### src/rtl/sound_pwm_pkg.sv
// Shared constants for the sound amplitude PWM and reload-flag block.
// Assumes a 32-bit AHB-Lite register bus; registers sit one per word.
package sound_pwm_pkg;

  // Data widths
  localparam int unsigned LEVEL_W = 11;
  localparam int unsigned COUNT_W = 8;
  localparam int unsigned REG_W = 8;
  localparam int unsigned IDX_W = 6;

  // Register indices; byte address is four times the index
  localparam logic [IDX_W-1:0] IDX_CONTROL = 6'h00;
  localparam logic [IDX_W-1:0] IDX_PRESCALE_HIGH = 6'h02;
  localparam logic [IDX_W-1:0] IDX_PRESCALE_LOW = 6'h03;
  localparam logic [IDX_W-1:0] IDX_AMPLITUDE_HIGH = 6'h06;
  localparam logic [IDX_W-1:0] IDX_AMPLITUDE_LOW = 6'h07;
  localparam logic [IDX_W-1:0] IDX_DURATION_LENGTH = 6'h0C;
  localparam logic [IDX_W-1:0] IDX_IRQ_ENABLE = 6'h0D;
  localparam logic [IDX_W-1:0] IDX_IRQ_FLAG = 6'h0E;
  localparam logic [IDX_W-1:0] IDX_WORKING_HIGH = 6'h10;
  localparam logic [IDX_W-1:0] IDX_WORKING_LOW = 6'h11;
  localparam logic [IDX_W-1:0] IDX_DURATION_COUNT = 6'h12;

  // Field positions
  localparam int unsigned CTRL_RELOAD_REQUEST = 0;
  localparam int unsigned CTRL_ENABLE = 1;
  localparam int unsigned CTRL_STOP = 2;
  localparam int unsigned NEXT_DATA_BIT = 0;
  localparam int unsigned HIGH_PART_W = LEVEL_W - REG_W;

  // Values after reset
  localparam logic [REG_W-1:0] CONTROL_RESET = 8'h00;
  localparam logic [LEVEL_W-1:0] PRESCALE_RESET = 11'h0FF;
  localparam logic [LEVEL_W-1:0] AMPLITUDE_RESET = 11'h000;
  localparam logic [COUNT_W-1:0] DURATION_RESET = 8'h00;
  localparam logic [REG_W-1:0] IRQ_RESET = 8'h00;
  localparam logic [31:0] RDATA_RESET = 32'h0000_0000;

  // Sequencer states
  typedef enum logic [0:0] {
    GEN_IDLE,
    GEN_RUN
  } gen_state_type;

endpackage

### src/rtl/sound_amplitude_pwm.sv
// Amplitude PWM, tone-duration counter and next-data interrupt flag.
// Assumes tone and attack/decay inputs come from logic on hclk.
//
// Decided for this implementation: the AHB-Lite register port.
`timescale 1ns/100ps

// What this block does
// RQ1: Interrupt output is high while next-data flag and its enable are set.
// RQ2: Set next-data flag whenever configuration is copied into buffers.
// RQ3: Also set next-data flag when a reload point finds reload request clear.
// RQ4: Writing one clears the next-data flag; writing zero leaves it.
// RQ5: Each reload copies amplitude setting into read-only working amplitude.
// RQ6: Attack or decay steps only the working amplitude, never the setting.
// RQ7: Output amplitude comes only from the working amplitude register.
// RQ8: Duration counter advances once per falling edge of the tone signal.
// RQ9: Duration counter returns to zero at the falling edge that finds it at the duration length.
// RQ10: Any generator stop clears the duration counter.
// RQ11: Duration counter is readable; software writes do not change it.
// RQ12: PWM period equals one period of the divided prescaler signal.
// RQ13: Duty is amplitude over divisor plus one; saturates at 100 percent.
// RQ14: Amplitude writes affect the PWM only after the next reload.
// RQ15: Bus clock is divided by prescale divisor plus one.
// RQ16: Start with reload request set loads buffers and sets the flag.
// RQ17: One tone duration holds duration length plus one tone cycles.
// RQ18: PWM is high while prescaler count is below working amplitude.
module sound_amplitude_pwm
  import sound_pwm_pkg::*;
(
  // Clock and reset
  input wire logic hclk,
  input wire logic hresetn,
  // AHB-Lite slave
  input wire logic hsel,
  input wire logic [31:0] haddr,
  input wire logic [1:0] htrans,
  input wire logic hwrite,
  input wire logic [2:0] hsize,
  input wire logic [31:0] hwdata,
  input wire logic hready,
  output logic [31:0] hrdata,
  output logic hreadyout,
  output logic hresp,
  // Tone generator and attack/decay engine
  input wire logic tone_level,
  input wire logic ad_mode,
  input wire logic ad_step_valid,
  input wire logic [LEVEL_W-1:0] ad_step_level,
  input wire logic ad_reload_point,
  // Status towards the rest of the unit
  output logic prescale_tick,
  output logic running,
  output logic reload_pulse,
  output logic duration_done,
  output logic [LEVEL_W-1:0] amplitude_working,
  // Sound output and interrupt
  output logic pwm_out,
  output logic irq
);

  function automatic logic hit(input logic [IDX_W-1:0] a,
                               input logic [IDX_W-1:0] idx);
    hit = (a == idx);
  endfunction

  // Bus pipeline
  logic wr_pend_q;
  logic rd_pend_q;
  logic [IDX_W-1:0] addr_q;
  logic hready_q;
  logic [31:0] hrdata_q;
  logic addr_ok;
  logic accept;
  logic wr_en;
  logic [REG_W-1:0] wbyte;

  // Software registers
  logic [REG_W-1:0] control_q;
  logic [LEVEL_W-1:0] prescale_q;
  logic [LEVEL_W-1:0] amplitude_q;
  logic [COUNT_W-1:0] duration_q;
  logic [REG_W-1:0] irq_enable_q;
  logic [REG_W-1:0] irq_enable_d;
  logic [REG_W-1:0] irq_flag_q;
  logic [REG_W-1:0] irq_flag_d;

  // Buffers and counters
  gen_state_type state_q;
  logic [LEVEL_W-1:0] prescale_buf_q;
  logic [LEVEL_W-1:0] amp_working_q;
  logic [COUNT_W-1:0] duration_buf_q;
  logic [LEVEL_W-1:0] pcount_q;
  logic [COUNT_W-1:0] dcount_q;
  logic tone_prev_q;
  logic tick_q;
  logic pwm_q;
  logic irq_q;
  logic reload_q;
  logic done_q;
  logic running_q;
  logic hresp_q;

  // Sequencing terms
  logic run_ok;
  logic tone_fall;
  logic dur_wrap;
  logic reload_point;
  logic do_load;
  logic do_stop;
  logic set_flag;

  assign addr_ok = (haddr[31:IDX_W+2] == '0) && (haddr[1:0] == 2'b00);
  assign accept = hsel && htrans[1] && hready;
  assign wr_en = wr_pend_q;
  assign wbyte = hwdata[REG_W-1:0];

  // Address phase capture; reads take one wait state
  always_ff @(posedge hclk or negedge hresetn) begin
    if (!hresetn) begin
      wr_pend_q <= 1'b0;
      rd_pend_q <= 1'b0;
      addr_q <= '0;
      hready_q <= 1'b1;
    end else begin
      wr_pend_q <= accept && hwrite;
      rd_pend_q <= accept && !hwrite;
      hready_q <= !(accept && !hwrite);
      if (accept) begin
        // Out-of-range or misaligned addresses land on the top index, read 0
        addr_q <= addr_ok ? haddr[IDX_W+1:2] : '1;
      end
    end
  end

  // Error response is never raised; kept registered like every output
  always_ff @(posedge hclk or negedge hresetn) begin
    if (!hresetn) begin
      hresp_q <= 1'b0;
    end else begin
      hresp_q <= 1'b0;
    end
  end

  // Read data is sampled after any earlier write has landed
  always_ff @(posedge hclk or negedge hresetn) begin
    if (!hresetn) begin
      hrdata_q <= RDATA_RESET;
    end else if (rd_pend_q) begin
      hrdata_q <= RDATA_RESET;
      case (addr_q)
        IDX_CONTROL: begin
          hrdata_q[REG_W-1:0] <= control_q;
        end
        IDX_PRESCALE_HIGH: begin
          hrdata_q[HIGH_PART_W-1:0] <= prescale_q[LEVEL_W-1:REG_W];
        end
        IDX_PRESCALE_LOW: begin
          hrdata_q[REG_W-1:0] <= prescale_q[REG_W-1:0];
        end
        IDX_AMPLITUDE_HIGH: begin
          hrdata_q[HIGH_PART_W-1:0] <= amplitude_q[LEVEL_W-1:REG_W];
        end
        IDX_AMPLITUDE_LOW: begin
          hrdata_q[REG_W-1:0] <= amplitude_q[REG_W-1:0];
        end
        IDX_DURATION_LENGTH: begin
          hrdata_q[COUNT_W-1:0] <= duration_q;
        end
        IDX_IRQ_ENABLE: begin
          hrdata_q[REG_W-1:0] <= irq_enable_q;
        end
        IDX_IRQ_FLAG: begin
          hrdata_q[REG_W-1:0] <= irq_flag_q;
        end
        IDX_WORKING_HIGH: begin
          hrdata_q[HIGH_PART_W-1:0] <= amp_working_q[LEVEL_W-1:REG_W];
        end
        IDX_WORKING_LOW: begin
          hrdata_q[REG_W-1:0] <= amp_working_q[REG_W-1:0];
        end
        IDX_DURATION_COUNT: begin
          hrdata_q[COUNT_W-1:0] <= dcount_q; // [RQ11]
        end
        default: begin
          hrdata_q <= RDATA_RESET;
        end
      endcase
    end
  end

  // Writable configuration; working amplitude and count ignore writes
  always_ff @(posedge hclk or negedge hresetn) begin
    if (!hresetn) begin
      control_q <= CONTROL_RESET;
      prescale_q <= PRESCALE_RESET;
      amplitude_q <= AMPLITUDE_RESET;
      duration_q <= DURATION_RESET;
      irq_enable_q <= IRQ_RESET;
    end else if (wr_en) begin
      if (hit(addr_q, IDX_CONTROL)) begin
        control_q <= {5'b0_0000, wbyte[2:0]};
      end
      if (hit(addr_q, IDX_PRESCALE_HIGH)) begin
        prescale_q[LEVEL_W-1:REG_W] <= wbyte[HIGH_PART_W-1:0];
      end
      if (hit(addr_q, IDX_PRESCALE_LOW)) begin
        prescale_q[REG_W-1:0] <= wbyte;
      end
      if (hit(addr_q, IDX_AMPLITUDE_HIGH)) begin
        amplitude_q[LEVEL_W-1:REG_W] <= wbyte[HIGH_PART_W-1:0];
      end
      if (hit(addr_q, IDX_AMPLITUDE_LOW)) begin
        amplitude_q[REG_W-1:0] <= wbyte;
      end
      if (hit(addr_q, IDX_DURATION_LENGTH)) begin
        duration_q <= wbyte;
      end
      if (hit(addr_q, IDX_IRQ_ENABLE)) begin
        irq_enable_q <= {7'b000_0000, wbyte[NEXT_DATA_BIT]};
      end
    end
  end

  // Start, reload and stop decisions
  assign run_ok = control_q[CTRL_ENABLE] && !control_q[CTRL_STOP];
  // Previous sample resets low, the tone's idle level: no edge after reset
  assign tone_fall = tone_prev_q && !tone_level; // [RQ8]
  assign dur_wrap = (state_q == GEN_RUN) && tone_fall
                    && (dcount_q == duration_buf_q);
  assign reload_point = (state_q == GEN_RUN) && run_ok
                        && (ad_mode ? ad_reload_point : dur_wrap);
  always_comb begin
    do_load = 1'b0;
    do_stop = 1'b0;
    set_flag = 1'b0;
    case (state_q)
      GEN_IDLE: begin
        if (run_ok && control_q[CTRL_RELOAD_REQUEST]) begin
          do_load = 1'b1; // [RQ16]
          set_flag = 1'b1; // [RQ2]
        end
      end
      GEN_RUN: begin
        if (!run_ok) begin
          do_stop = 1'b1;
        end else if (reload_point) begin
          if (control_q[CTRL_RELOAD_REQUEST]) begin
            do_load = 1'b1;
          end else begin
            do_stop = 1'b1;
          end
          set_flag = 1'b1; // [RQ2] [RQ3]
        end
      end
      default: begin
        do_stop = 1'b1;
      end
    endcase
  end

  // Running mirrors the state so the status output comes from a flop
  always_ff @(posedge hclk or negedge hresetn) begin
    if (!hresetn) begin
      state_q <= GEN_IDLE;
      running_q <= 1'b0;
    end else if (do_stop) begin
      state_q <= GEN_IDLE;
      running_q <= 1'b0;
    end else if (do_load) begin
      state_q <= GEN_RUN;
      running_q <= 1'b1;
    end
  end

  // Buffers load only at reload; setting stays untouched by steps
  always_ff @(posedge hclk or negedge hresetn) begin
    if (!hresetn) begin
      prescale_buf_q <= PRESCALE_RESET;
      duration_buf_q <= DURATION_RESET;
      amp_working_q <= AMPLITUDE_RESET;
    end else if (do_load) begin
      prescale_buf_q <= prescale_q;
      duration_buf_q <= duration_q;
      amp_working_q <= amplitude_q; // [RQ5] [RQ14]
      // A load outranks a same-cycle step so the new setting is not lost
    end else if ((state_q == GEN_RUN) && ad_mode && ad_step_valid) begin
      amp_working_q <= ad_step_level; // [RQ6]
    end
  end

  // Prescaler: wraps after divisor plus one cycles
  // Every load restarts the count, so the first period is a full one
  always_ff @(posedge hclk or negedge hresetn) begin
    if (!hresetn) begin
      pcount_q <= '0;
      tick_q <= 1'b0;
    end else if ((state_q != GEN_RUN) || do_stop || do_load) begin
      pcount_q <= '0;
      tick_q <= 1'b0;
    end else if (pcount_q == prescale_buf_q) begin
      pcount_q <= '0; // [RQ15]
      tick_q <= 1'b1;
    end else begin
      pcount_q <= pcount_q + 1'b1;
      tick_q <= 1'b0;
    end
  end

  // PWM over one prescaler period; saturates when level exceeds divisor
  always_ff @(posedge hclk or negedge hresetn) begin
    if (!hresetn) begin
      pwm_q <= 1'b0;
    end else begin
      pwm_q <= (state_q == GEN_RUN)
               && (pcount_q < amp_working_q); // [RQ7] [RQ12] [RQ13] [RQ18]
    end
  end

  // Duration counter on tone falling edges
  always_ff @(posedge hclk or negedge hresetn) begin
    if (!hresetn) begin
      tone_prev_q <= 1'b0;
      dcount_q <= '0;
      done_q <= 1'b0;
    end else begin
      tone_prev_q <= tone_level;
      done_q <= dur_wrap && run_ok;
      if ((state_q != GEN_RUN) || do_stop || do_load) begin
        dcount_q <= '0; // [RQ10]
      end else if (dur_wrap) begin
        dcount_q <= '0; // [RQ9] [RQ17]
      end else if (tone_fall) begin
        dcount_q <= dcount_q + 1'b1; // [RQ8]
      end
    end
  end

  // Next enable, so the request follows an enable write within one edge
  always_comb begin
    irq_enable_d = irq_enable_q;
    if (wr_en && hit(addr_q, IDX_IRQ_ENABLE)) begin
      irq_enable_d = {7'b000_0000, wbyte[NEXT_DATA_BIT]};
    end
  end

  // Next-data flag: hardware set beats a same-cycle clear
  always_comb begin
    irq_flag_d = irq_flag_q;
    if (wr_en && hit(addr_q, IDX_IRQ_FLAG) && wbyte[NEXT_DATA_BIT]) begin
      irq_flag_d[NEXT_DATA_BIT] = 1'b0; // [RQ4]
    end
    if (set_flag) begin
      irq_flag_d[NEXT_DATA_BIT] = 1'b1; // [RQ2] [RQ3]
    end
  end

  always_ff @(posedge hclk or negedge hresetn) begin
    if (!hresetn) begin
      irq_flag_q <= IRQ_RESET;
      irq_q <= 1'b0;
      reload_q <= 1'b0;
    end else begin
      irq_flag_q <= irq_flag_d;
      irq_q <= |(irq_flag_d & irq_enable_d); // [RQ1]
      reload_q <= do_load;
    end
  end

  assign hrdata = hrdata_q;
  assign hreadyout = hready_q;
  assign hresp = hresp_q;
  assign prescale_tick = tick_q;
  assign running = running_q;
  assign reload_pulse = reload_q;
  assign duration_done = done_q;
  assign amplitude_working = amp_working_q;
  assign pwm_out = pwm_q;
  assign irq = irq_q;

endmodule

### config.mk
export PLATFORM = sky130hd
export DESIGN_NAME = sound_amplitude_pwm
export DESIGN_NICKNAME = d
export VERILOG_FILES = /design/src/rtl/sound_pwm_pkg.sv /design/src/rtl/sound_amplitude_pwm.sv
export SDC_FILE = /design/constraint.sdc
export NUM_CORES = 1
export LEC_CHECK = 0
export BUFFER_PORTS_ARGS = -buffer_cell sky130_fd_sc_hd__buf_2
export CORE_MARGIN = 5
export CORE_UTILIZATION = 30
export CTS_CLUSTER_SIZE = 20
export DETAILED_ROUTE_END_ITERATION = 8
export GPL_TIMING_DRIVEN = 0
export PLACE_DENSITY_LB_ADDON = 0.08
export SETUP_SLACK_MARGIN = 0.15
export SYNTH_ARGS = -nofsm -noshare
export SYNTH_HDL_FRONTEND = slang
export SYNTH_SLANG_ARGS = --single-unit
### constraint.sdc
create_clock -name hclk -period 6.05 [get_ports hclk]
set_clock_uncertainty 0.2 [all_clocks]
set_input_delay 0.605 -clock hclk [delete_from_list [all_inputs] [get_ports hclk]]
set_output_delay 0.605 -clock hclk [all_outputs]
set_load 0.02 [all_outputs]
* Word-level counts from Yosys, hierarchy flattened
Cells that the tools add are included.
** Word-level totals
- Memory bits (read-only) :: 0
- Memories :: 0
- Bits in latches :: 0
- Logic and storage cells :: 111
- Bits in writable memories :: 0
- Bits in registers :: 108
- Input port bits :: 89
- Output and inout port bits :: 51
** Operators by class
- Muxes and demuxes :: 30
- Div/mod/pow operators :: 0
- $add $sub $neg :: 2
- Shift-type cells :: 0
- Bitwise logic cells :: 2
- Reductions and logical operators :: 39
- Multipliers :: 0
- Equal/unequal tests :: 12
- Magnitude comparators :: 1
** Operator list (number)
- $mux W11 :: 4
- $pmux W3 S11 :: 1
- $pmux W5 S5 :: 1
- $logic_not A24 Y1 :: 1
- $mux W8 :: 3
- $logic_and A1 B1 Y1 :: 19
- $eq A6 B4 Y1 const B :: 3
- $eq A6 B5 Y1 const B :: 3
- $mux W1 :: 18
- $reduce_and A2 Y1 :: 7
- $eq A6 B2 Y1 const B :: 2
- $eq A6 B3 Y1 const B :: 2
- $add A11 B1 Y11 const B :: 1
- $eq A11 B11 Y1 :: 1
- $lt A11 B11 Y1 :: 1
- $add A8 B1 Y8 const B :: 1
- $eq A8 B8 Y1 :: 1
- $reduce_or A8 Y1 :: 1
- $logic_not A6 Y1 :: 1
- $mux W6 :: 1
- $logic_not A1 Y1 :: 4
- $pmux W1 S2 :: 2
- $reduce_bool A2 Y1 :: 2
- $reduce_bool A3 Y1 :: 1
- other kinds (4) :: 5

* Longest topological paths before layout
Gate-level depths: netlist of the first run.
- Word-level depth :: 12
- Mapped depth :: 7
- Mapped depth without buffers :: 6

* Least setup slack after synthesis of the first run
OpenSTA, ideal clock, no wires.
- Path type :: input to register
- From :: input tone_level
- To :: register amp_working_q[0], in the netlist amplitude_working[0]
- Path slack :: 3.924 ns
- Cell stages on the path :: 6
- Arrival time :: 1.802 ns
- Buffers on the path :: 1
- Required time :: 5.725 ns
- Cell sequence :: nand3b_1 > nor4_2 > a41oi_2 > nor2_4 > buf_6 > mux2_2
** Between the ends
- Longest elaborated chain between the ends :: 10
- Elaborated cells between the ends (all ways) :: 11
** RTL lines
- from (decl) :: RTL line sound_amplitude_pwm.sv:44 : input wire logic tone_level,
- $logic_not A1 Y1 * :: RTL line sound_amplitude_pwm.sv:226 : assign tone_fall = tone_prev_q && !tone_level;
- $logic_and A1 B1 Y1 * :: RTL line sound_amplitude_pwm.sv:226
- $logic_and A1 B1 Y1 * :: RTL line sound_amplitude_pwm.sv:227 : assign dur_wrap = (state_q == GEN_RUN) && tone_fall
- $logic_and A1 B1 Y1 * :: RTL line sound_amplitude_pwm.sv:228 : && (dcount_q == duration_buf_q);
- $mux W1 * :: RTL line sound_amplitude_pwm.sv:230 : && (ad_mode ? ad_reload_point : dur_wrap);
- $logic_and A1 B1 Y1 * :: RTL line sound_amplitude_pwm.sv:230
- $mux W1 * :: RTL line sound_amplitude_pwm.sv:245 : end else if (reload_point) begin
- $mux W1 * :: RTL line sound_amplitude_pwm.sv:243 : if (!run_ok) begin
- $pmux W1 S2 * :: RTL line sound_amplitude_pwm.sv:235 : case (state_q)
- $mux W11 / $reduce_bool A2 Y1 (equally long branches)
- to (signal assigned) :: RTL line sound_amplitude_pwm.sv:283 : amp_working_q <= amplitude_q;
- to (signal assigned) :: RTL line sound_amplitude_pwm.sv:286 : amp_working_q <= ad_step_level;
- to (decl) :: RTL line sound_amplitude_pwm.sv:89 : logic [LEVEL_W-1:0] amp_working_q;
Mark *: on every way between the ends. The rest lies on a longest branch, timed or not.
A chain may end at the register's enable or synchronous reset.

* Final worst setup path of the first run
- From :: register dcount_q[6]
- To :: register amp_working_q[9], in the netlist amplitude_working[9]
** Between the ends
- Longest elaborated chain between the ends :: 8
- Elaborated cells between the ends (all ways) :: 9
** RTL lines
- from (decl) :: RTL line sound_amplitude_pwm.sv:92 : logic [COUNT_W-1:0] dcount_q;
- from (signal assigned) :: RTL line sound_amplitude_pwm.sv:332 : dcount_q <= dcount_q + 1'b1;
- $eq A8 B8 Y1 * :: RTL line sound_amplitude_pwm.sv:228
- $logic_and A1 B1 Y1 * :: RTL line sound_amplitude_pwm.sv:228
- $mux W1 * :: RTL line sound_amplitude_pwm.sv:230
- $logic_and A1 B1 Y1 * :: RTL line sound_amplitude_pwm.sv:230
- $mux W1 * :: RTL line sound_amplitude_pwm.sv:245
- $mux W1 * :: RTL line sound_amplitude_pwm.sv:243
- $pmux W1 S2 * :: RTL line sound_amplitude_pwm.sv:235
- $mux W11 / $reduce_bool A2 Y1 (equally long branches)
Marked as above.

==> impl_metrics.tcl, run 1 <==
set metrics [dict create \
    critPathKind "reg2reg" \
    holdCritPathClass "in2reg" \
    crit_arrival_ns 2.56 \
    power_per_cell_area_nw_per_um2 265 \
    yosysTopAreaCell "dfrtp_1" \
    clk_latency_ns 0.36 \
    synth_area_leaders "dfrtp_1, mux2_2, dfstp_2" \
    path_cells "xor2_1 -> nor3_1 -> a41oi_2 -> nor2_4 -> buf_6 -> mux2_2" \
    clockBufferDepth 2 \
    h-tree-depth 3 \
    power_mw 1.82 \
    cap_violations 0 \
    vias 4220 \
    numPortBuffers 86 \
    numCtsBuffers 9 \
    rows 50 \
    wl_per_cell_um 19.1 \
    fin_cells 866 \
    dr.pass1.iters 4 \
    finalNetCount 728 \
    vdd_drop_max_mv 0.154 \
    wirelength_mm 16.6 \
    busiest_layer "met2" \
    fmax_ghz 0.397 \
    avgSynthCellArea_sq_um 11.3 \
    synthSimpleGateAreaFrac_pct 13.0 \
    clkSinkCount 108 \
    yosysTopAreaCellShare_pct 40.0 \
    grtUsageMet3_pct 3.65 \
    yosysMostFrequentCell "dfrtp_1" \
    synthMuxAreaShare_pct 16.6 \
    synth_area_sq_um 5690 \
    met2_usage_pct 24.1 \
    diodes 0 \
    cp_max_fo 10 \
    p_leak_nw 3.19 \
    final_hold_viol_count 0 \
    relSlewSlack_pct 46.9 \
    drive_gt1_share_pct 38.4 \
    core_area_sq_um 18700 \
    cts_tree "built" \
    fin_util_pct 36.6 \
    worst_slew_pin_slew_ns 0.796 \
    synth-edff-count 0 \
    die_h_um 148 \
    die_w_um 148 \
    postSynthCellCount 504 \
    synth_top_family_by_area "multiplexers" \
    path_clk_slew_ns 0.08 \
    synth-main-ff-cell "dfrtp_1" \
    grtUsageTotal_pct 15.4 \
    synthAdderAreaFrac_pct 2.64 \
    min_period_ns 2.52 \
    critPathSlowestCell "dfrtp_1" \
    ios 140 \
    drt_iter0_markers 151 \
    use_met1_pct 21.9 \
    slew_viol_final 0 \
    root_buffer "clkbuf_16" \
    critPathBufInv 1 \
    slowest_delay_ns 0.48 \
    synth_cell_types 57 \
    rsz0062_at_grt "no" \
    grt_first_pass_wirelength_mm 26.1 \
    start_kind "register" \
    gp_congestion 0.789 \
    yosysSeqAreaShare_pct 47.9 \
    antenna_found_initial 0 \
    ys_top_cells_by_count "dfrtp_1, mux2_2, xor2_1" \
    async_flop_share_pct 100 \
    grt-ovfl-total 0 \
    ys_ff_latch 108 \
    areaGrowthSynthToFinish_pct 20.2 \
    start_util_pct 30.4 \
    finalCritPeriodShare_pct 41.6 \
    hpwl_mm 12.6 \
    grt_max_degree 84 \
    drcViolationCount 0 \
    fin_tns_setup_ns 0 \
    status "complete, no violations" \
    vias_per_cell 4.87 \
    end_kind "register" \
    setup_viol 0 \
    crit_family "simple AND/OR/NAND/NOR gates" \
    cp.required_ns 6.09 \
    fillers 1914 \
    die-area_sq_um 21800 \
    grt_pass1_vias 4540 \
    synth_compound_area_share_pct 8.86 \
    synth-xor-area-share_pct 4.31 \
    dp_cells 849 \
    synth_warnings 0 \
    ant_nets 0 \
]
-- per-stage QoR --
step                      setup WS (ns)  area (sq um)  hold WS [ns]
after CTS                          3.48          6840         0.160
after global placement             2.81          6500         0.294
after global routing               3.35          6840         0.173
after floorplan                    3.92          5780         0.109
final                              3.53          6840         0.173
after detailed placement           3.49          6540         0.294
-- report_power, final --
part	leakage (nW)	switching, mW	internal (mW)
logic	1.74	0.174	0.153
registers	1.30	0.0828	0.808
clock network	0.145	0.298	0.300
total	3.19	0.554	1.26
-- worst paths after layout --
| path | from | endpoint | slack, ns | cells past startpoint |
|---|---|---|---|---|
| setup / recovery | dcount_q[6] | amplitude_working[9] | 3.53 | 6 |
| hold / removal | tone_level | tone_prev_q | 0.17 | 1 |
| setup reg to reg | dcount_q[6] | amplitude_working[9] | 3.53 | 6 |
| hold reg to reg | duration_buf_q[1] | duration_buf_q[1] | 0.31 | 1 |
| max in group asynchronous | hresetn | prescale_q[5] | 4.44 | 3 |
| min in group asynchronous | hresetn | wr_en | 0.48 | 2 |
-- per-layer routing --
metal	routed length, um	vias to the layer above
met5	0	-
met1	8040	2087
met4	161	0
met3	802	12
met2	7560	105
li1	-	2016
-- timing repair --
| item | 4_1_cts | 5_1_grt |
|---|---|---|
| hold buffers | 1 | 0 |
| hold endpoints to repair | 24 | 0 |
| resized for setup | 0 | 0 |
| buffers inserted | 0 | 0 |
-- kinds of logic after synthesis --
logic type | after synthesis
XOR/XNOR | 28
AND/OR/NAND/NOR | 136
flip-flops | 108
buffers and inverters | 66
other | 1
AO/OA/AOI/OAI | 68
adder cells (fa/ha/maj) | 12
multiplexers | 85
-- sequential cells by signal, summed over array words and instances, names as in the netlist, 3 cells and up --
register           flops
addr_q                 6
dcount_q               8
pcount_q              11
prescale_q            11
hrdata                 8
prescale_buf_q        11
duration_buf_q         8
duration_q             8
amplitude_q           11
control_q              3
amplitude_working     11
-- final cells by class --
type                       count  area (sq um)  share of cell area, %
buffer                        51           323                   4.72
inverter                      15          56.3                  0.823
tap                          234           293                   4.28
sequential                   108          2720                   39.8
timing repair buffer          88           474                   6.93
multi-input combinational    354          2680                   39.2
clock inverter                 6          52.6                  0.768
clock buffer                  10           239                   3.49
-- worst reg2reg max path, cell delays in order (launching register included) --
cell and delay, ns:
dfrtp_1 0.48, xor2_1 0.20, nor3_1 0.41, a41oi_2 0.29, nor2_4 0.24, buf_6 0.23, mux2_2 0.36
-- cell usage in the layout (no fill, tap or decap), types with 8 or more instances in the layout --
cell,count
clkbuf_1,10
nor2_1,26
mux2_2,74
nor3_1,10
nand3_1,14
buf_2,94
nand2_1,25
nor4_1,8
ha_1,12
dfstp_2,17
clkbuf_16,9
inv_1,15
buf_4,26
mux2i_1,9
xor2_1,27
a21oi_1,16
dfrtp_1,91
conb_1,25
and3_1,8
(Power assumes the default switching activity.)
==> run 2: changes to the inputs <==
==> constraint.sdc (replaced) <==
create_clock -name hclk -period 2.12 [get_ports hclk]
set_clock_uncertainty 0.2 [all_clocks]
set_input_delay 0.212 -clock hclk [delete_from_list [all_inputs] [get_ports hclk]]
set_output_delay 0.212 -clock hclk [all_outputs]
set_load 0.02 [all_outputs]
==> impl_metrics.tcl, run 2 (synthesis gave the netlist of run 1 again) <==
set metrics [dict create \
    status "complete, but fails checks" \
    violations "setup timing" \
    rows 50 \
    finalNetCount 769 \
    clk_latency_ns 0.36 \
    final_hold_viol_count 0 \
    swShare_pct 31.2 \
    critPathSlowestCell "dfrtp_2" \
    gp_congestion 0.799 \
    h-tree-depth 3 \
    die-area_sq_um 21800 \
    die_w_um 148 \
    slew_viol_final 0 \
    cap_violations 0 \
    grt_first_pass_wirelength_mm 27.2 \
    diodes 0 \
    relSlewSlack_pct 46.1 \
    antenna_found_initial 0 \
    cp.required_ns 2.16 \
    power_per_cell_area_nw_per_um2 694 \
    hold_ws_ns 0.0126 \
    numCtsBuffers 9 \
    ios 140 \
    holdCritPathClass "in2reg" \
    clkSinkCount 108 \
    ant_nets 0 \
    p_sw_mw 1.71 \
    clockBufferDepth 2 \
    vias 4467 \
    cp_max_fo 7 \
    grt-ovfl-total 0 \
    path_cells "xor2_2 -> nor4_4 -> a41oi_2 -> nor2_4 -> buf_12 -> clkbuf_16 -> mux2_4" \
    end_kind "register" \
    postPlaceCellArea_sq_um 6540 \
    root_buffer "clkbuf_16" \
    finalInstanceArea_sq_um 7920 \
    crit_arrival_ns 2.34 \
    vias_per_cell 4.93 \
    slowest_delay_ns 0.46 \
    final_common_cell "buf_2" \
    setup_viol 30 \
    layout_common_cells "buf_2, dfrtp_1, buf_4, mux2_2, mux2_4" \
    grt_max_degree 82 \
    worst_slew_pin_slew_ns 0.808 \
    fmax_ghz 0.435 \
    numPortBuffers 86 \
    critPathKind "reg2reg" \
    start_util_pct 30.4 \
    seqPwrFrac_pct 46.7 \
    cts_tree "built" \
    drt_iter0_markers 190 \
    areaGrowthSynthToFinish_pct 39.1 \
    die_h_um 148 \
    fillers 1805 \
    p_leak_nw 3.69 \
    drive_gt1_share_pct 50.5 \
    core_area_sq_um 18700 \
    hpwl_mm 12.5 \
    worst_slack_ns -0.179 \
    vdd_drop_max_mv 0.379 \
    pwr-share-comb_pct 21.9 \
    pwr-share-clk_pct 31.4 \
    grt_pass1_vias 4663 \
    finalCritPeriodShare_pct 108 \
    drcViolationCount 0 \
    wirelength_mm 17.7 \
    path_clk_slew_ns 0.09 \
    intPower_mw 3.78 \
    min_period_ns 2.30 \
    wl_per_cell_um 19.5 \
    dr.pass1.iters 5 \
    grtUsageTotal_pct 16.1 \
    rsz0062_at_grt "yes" \
    start_kind "register" \
]
## run 2: stage by stage
| step | total power, mW | setup TNS, ns | setup slack [ns] | utilization [%] | instances |
|---|---|---|---|---|---|
| finish | 5.49 | -4.11 | -0.179 | 42.3 | 907 |
| global route | 5.76 | -5.66 | -0.229 | 42.3 | 907 |
| CTS | 5.44 | -4.56 | -0.191 | 40.2 | 893 |
| detailed placement | 3.53 | -23.22 | -0.500 | 35.0 | 849 |
| global placement | 3.51 | -88.48 | -0.907 | 34.8 | 848 |
| floorplan | 3.10 | 0 | 0.0410 | - | 528 |
## run 2: power groups by stage
stage / Clock, mW / Sequential (mW) / Combinational (mW)
floorplan: 0 / 2.58 / 0.515
global placement: 0 / 2.58 / 0.926
detailed placement: 0 / 2.58 / 0.944
CTS: 1.78 / 2.55 / 1.11
global route: 1.86 / 2.59 / 1.31
finish: 1.72 / 2.56 / 1.21
## run 2: repair_timing
item / 4_1_cts / 5_1_grt
hold buffers: 15 / 0
gates cloned: 2 / 3
setup endpoints to repair: 97 / 84
gates resized for setup: 106 / 57
hold endpoints to repair: 117 / 0
pin swaps: 20 / 19
buffers inserted: 11 / 11
## run 2: cell type report
class                           instances  area (sq um)  share of cell area [%]
Multi-Input combinational cell        354          3210                    40.5
Clock buffer                            9           225                    2.84
Tap cell                              234           293                    3.70
Timing Repair Buffer                  129           910                    11.5
Buffer                                 51           418                    5.28
Clock inverter                          7          76.3                   0.964
Inverter                               15          56.3                   0.711
Sequential cell                       108          2730                    34.5
## run 2: path summary, 6_finish.rpt
| kind | startpoint | to | slack [ns] | cells past startpoint |
|---|---|---|---|---|
| worst max-delay path | dcount_q[5] | duration_buf_q[2] | -0.18 | 7 |
| worst min-delay path | ad_step_level[7] | amplitude_working[7] | 0.01 | 3 |
| worst max register to register | dcount_q[5] | duration_buf_q[2] | -0.18 | 7 |
| worst min register to register | control_q[2] | control_q[2] | 0.34 | 1 |
| max in group asynchronous | hresetn | prescale_q[7] | 0.90 | 3 |
| min in group asynchronous | hresetn | addr_q[0] | 0.10 | 2 |
## run 2: metal layers
metal	track usage [%]	up-vias	share of wire (%)
met5	0	-	0
met4	4.19	0	1.1
met3	2.70	15	5.3
met2	25.6	104	46
met1	23.0	2253	47
li1	-	2095	-
## run 2: critical path: cells and delay by family (launching register included)
kind                      cells  cell delay, ns
and+or+nand+nor               2            0.46
xor gates and xnor gates      1            0.19
buffers and inverters         2            0.33
muxes                         1            0.30
DFF                           1            0.46
AOI/OAI and AO/OA             1            0.23
==> run 3: changes to the inputs <==
--- a/config.mk
+++ b/config.mk
@@ -6,10 +6,13 @@
 export NUM_CORES = 1
 export LEC_CHECK = 0
 export BUFFER_PORTS_ARGS = -buffer_cell sky130_fd_sc_hd__buf_2
+export CELL_PAD_IN_SITES_DETAIL_PLACEMENT = 1
+export CELL_PAD_IN_SITES_GLOBAL_PLACEMENT = 1
 export CORE_MARGIN = 5
 export CORE_UTILIZATION = 30
 export CTS_CLUSTER_SIZE = 20
 export DETAILED_ROUTE_END_ITERATION = 8
+export GPL_ROUTABILITY_DRIVEN = 0
 export GPL_TIMING_DRIVEN = 0
 export PLACE_DENSITY_LB_ADDON = 0.08
 export SETUP_SLACK_MARGIN = 0.15
==> impl_metrics.tcl, run 3 (synthesis gave the netlist of run 1 again) <==
set metrics [dict create \
    status "complete, but fails checks" \
    violations "setup timing" \
    slowest_delay_ns 0.47 \
    end_kind "register" \
    reg2reg_setup_slack_ns -0.17 \
    postPlaceCellArea_sq_um 6540 \
    grtUsageTotal_pct 17.5 \
    grt_pass1_vias 4996 \
    antenna_found_initial 0 \
    finalCritPeriodShare_pct 108 \
    slew_viol_final 0 \
    core_area_sq_um 18700 \
    pwr-share-clk_pct 31.8 \
    seqPwrFrac_pct 47.0 \
    areaGrowthSynthToFinish_pct 39.4 \
    worst_slack_ns -0.170 \
    die_w_um 148 \
    clk_latency_ns 0.36 \
    vias 4516 \
    cp_max_fo 5 \
    path_clk_slew_ns 0.08 \
    power_per_cell_area_nw_per_um2 689 \
    cap_violations 0 \
    root_buffer "clkbuf_16" \
    ff2ff_path_depth 7 \
    grt_first_pass_wirelength_mm 29.4 \
    p_sw_mw 1.73 \
    startpoint "dcount_q[5]" \
    drive_gt1_share_pct 52.0 \
    swShare_pct 31.6 \
    wl_per_cell_um 20.8 \
    grt_max_degree 85 \
    finalInstanceArea_sq_um 7930 \
    start_kind "register" \
    die_h_um 148 \
    start_util_pct 30.4 \
    vias_per_cell 4.96 \
    cp.required_ns 2.17 \
    numCtsBuffers 9 \
    h-tree-depth 3 \
    ios 140 \
    worst_r2r_startpoint "dcount_q[5]" \
    critPathCapture "duration_buf_q[5]" \
    ant_nets 0 \
    vdd_drop_max_mv 0.380 \
    pwr-share-comb_pct 21.2 \
    hpwl_mm 13.4 \
    path_cells "xor2_2 -> nor4_4 -> a41oi_2 -> nor2_4 -> buf_12 -> clkbuf_16 -> mux2_2" \
    fmax_ghz 0.437 \
    clockBufferDepth 2 \
    holdCritPathClass "in2reg" \
    rsz0062_at_grt "yes" \
    drt_iter0_markers 152 \
    p_leak_nw 3.67 \
    setup_viol 30 \
    dr.pass1.iters 4 \
    final_hold_viol_count 0 \
    cts_tree "built" \
    final_common_cell "buf_2" \
    hold_ws_ns 0.0145 \
    rows 50 \
    intPower_mw 3.74 \
    regToRegEndpoint "duration_buf_q[5]" \
    min_path_cells 3 \
    grt-ovfl-total 0 \
    crit_arrival_ns 2.34 \
    drcViolationCount 0 \
    finalNetCount 773 \
    critPathKind "reg2reg" \
    numPortBuffers 86 \
    diodes 0 \
    min_period_ns 2.29 \
    clkSinkCount 108 \
    layout_common_cells "buf_2, dfrtp_1, mux2_2, buf_4, conb_1" \
    fin_tns_setup_ns -3.92 \
    power_mw 5.46 \
    wirelength_mm 18.9 \
    die-area_sq_um 21800 \
    critPathSlowestCell "dfrtp_2" \
]
run 3: cell types whose count changed in the layout (fill, tap and decap cells not counted), moves of 5 or more:
cell	previous run	this run
mux2_4	38	21
buf_2	91	86
buf_4	45	51
mux2_2	38	53
nor2_2	11	4
nor2_1	12	18
run 3: metrics by stage:
stage / cells / worst slack [ns] / util, %
after CTS: 900 / -0.153 / 40.8
final: 911 / -0.170 / 42.4
after global routing: 911 / -0.178 / 42.4
after floorplan: 528 / 0.0410 / -
after detailed placement: 849 / -0.469 / 35.0
after global placement: 848 / -0.904 / 34.8
run 3: critical path: cells and delay by family, from the launching register on:
kind / cells / cell delay (ns)
compound gates: 1 / 0.21
buf+inv: 2 / 0.31
xor+xnor: 1 / 0.19
flops: 1 / 0.47
simple gates: 2 / 0.47
mux: 1 / 0.32
run 3: area by class of cell:
class                      count  area [sq um]
buffer                        51           439
tap                          234           293
fill                        2061         10800
multi-input combinational    354          3180
sequential                   108          2740
clock inverter                 7          77.6
inverter                      15          56.3
timing repair buffer         133           922
clock buffer                   9           225
run 3: worst min-delay path by stage:
stage | start | to | slack [ns]
6_report | ad_step_level[5] | amplitude_working[5] | 0.01
5_1_grt | ad_step_level[5] | amplitude_working[5] | 0.006
4_1_cts | ad_step_level[1] | amplitude_working[1] | 0.0003
3_5_place_dp | hresetn | addr_q[4] | -0.10
3_3_place_gp | tone_level | tone_prev_q | 0.14
2_1_floorplan | hresetn | addr_q[0] | -0.28
run 3: metal layers:
layer	vias to the layer above	wire (um)	track usage, %
li1	2120	-	-
met1	2305	9050	24.6
met3	12	670	2.82
met5	-	0	0
met2	79	8950	28.4
met4	0	246	4.38
run 3: repair_timing:
item / CTS / global route
buffers inserted: 17 / 10
gates cloned: 2 / 1
endpoints found under the hold margin: 118 / 0
resized for setup: 115 / 57
endpoints found under the setup margin: 97 / 75
hold buffers: 16 / 0
pin swaps: 20 / 12
run 3: power by group through the flow:
stage	clock [mW]	sequential [mW]	combinational (mW)
finish	1.74	2.57	1.16
floorplan	0	2.58	0.515
global route	1.89	2.60	1.27
CTS	1.80	2.56	1.13
detailed placement	0	2.59	0.947
global placement	0	2.59	0.921
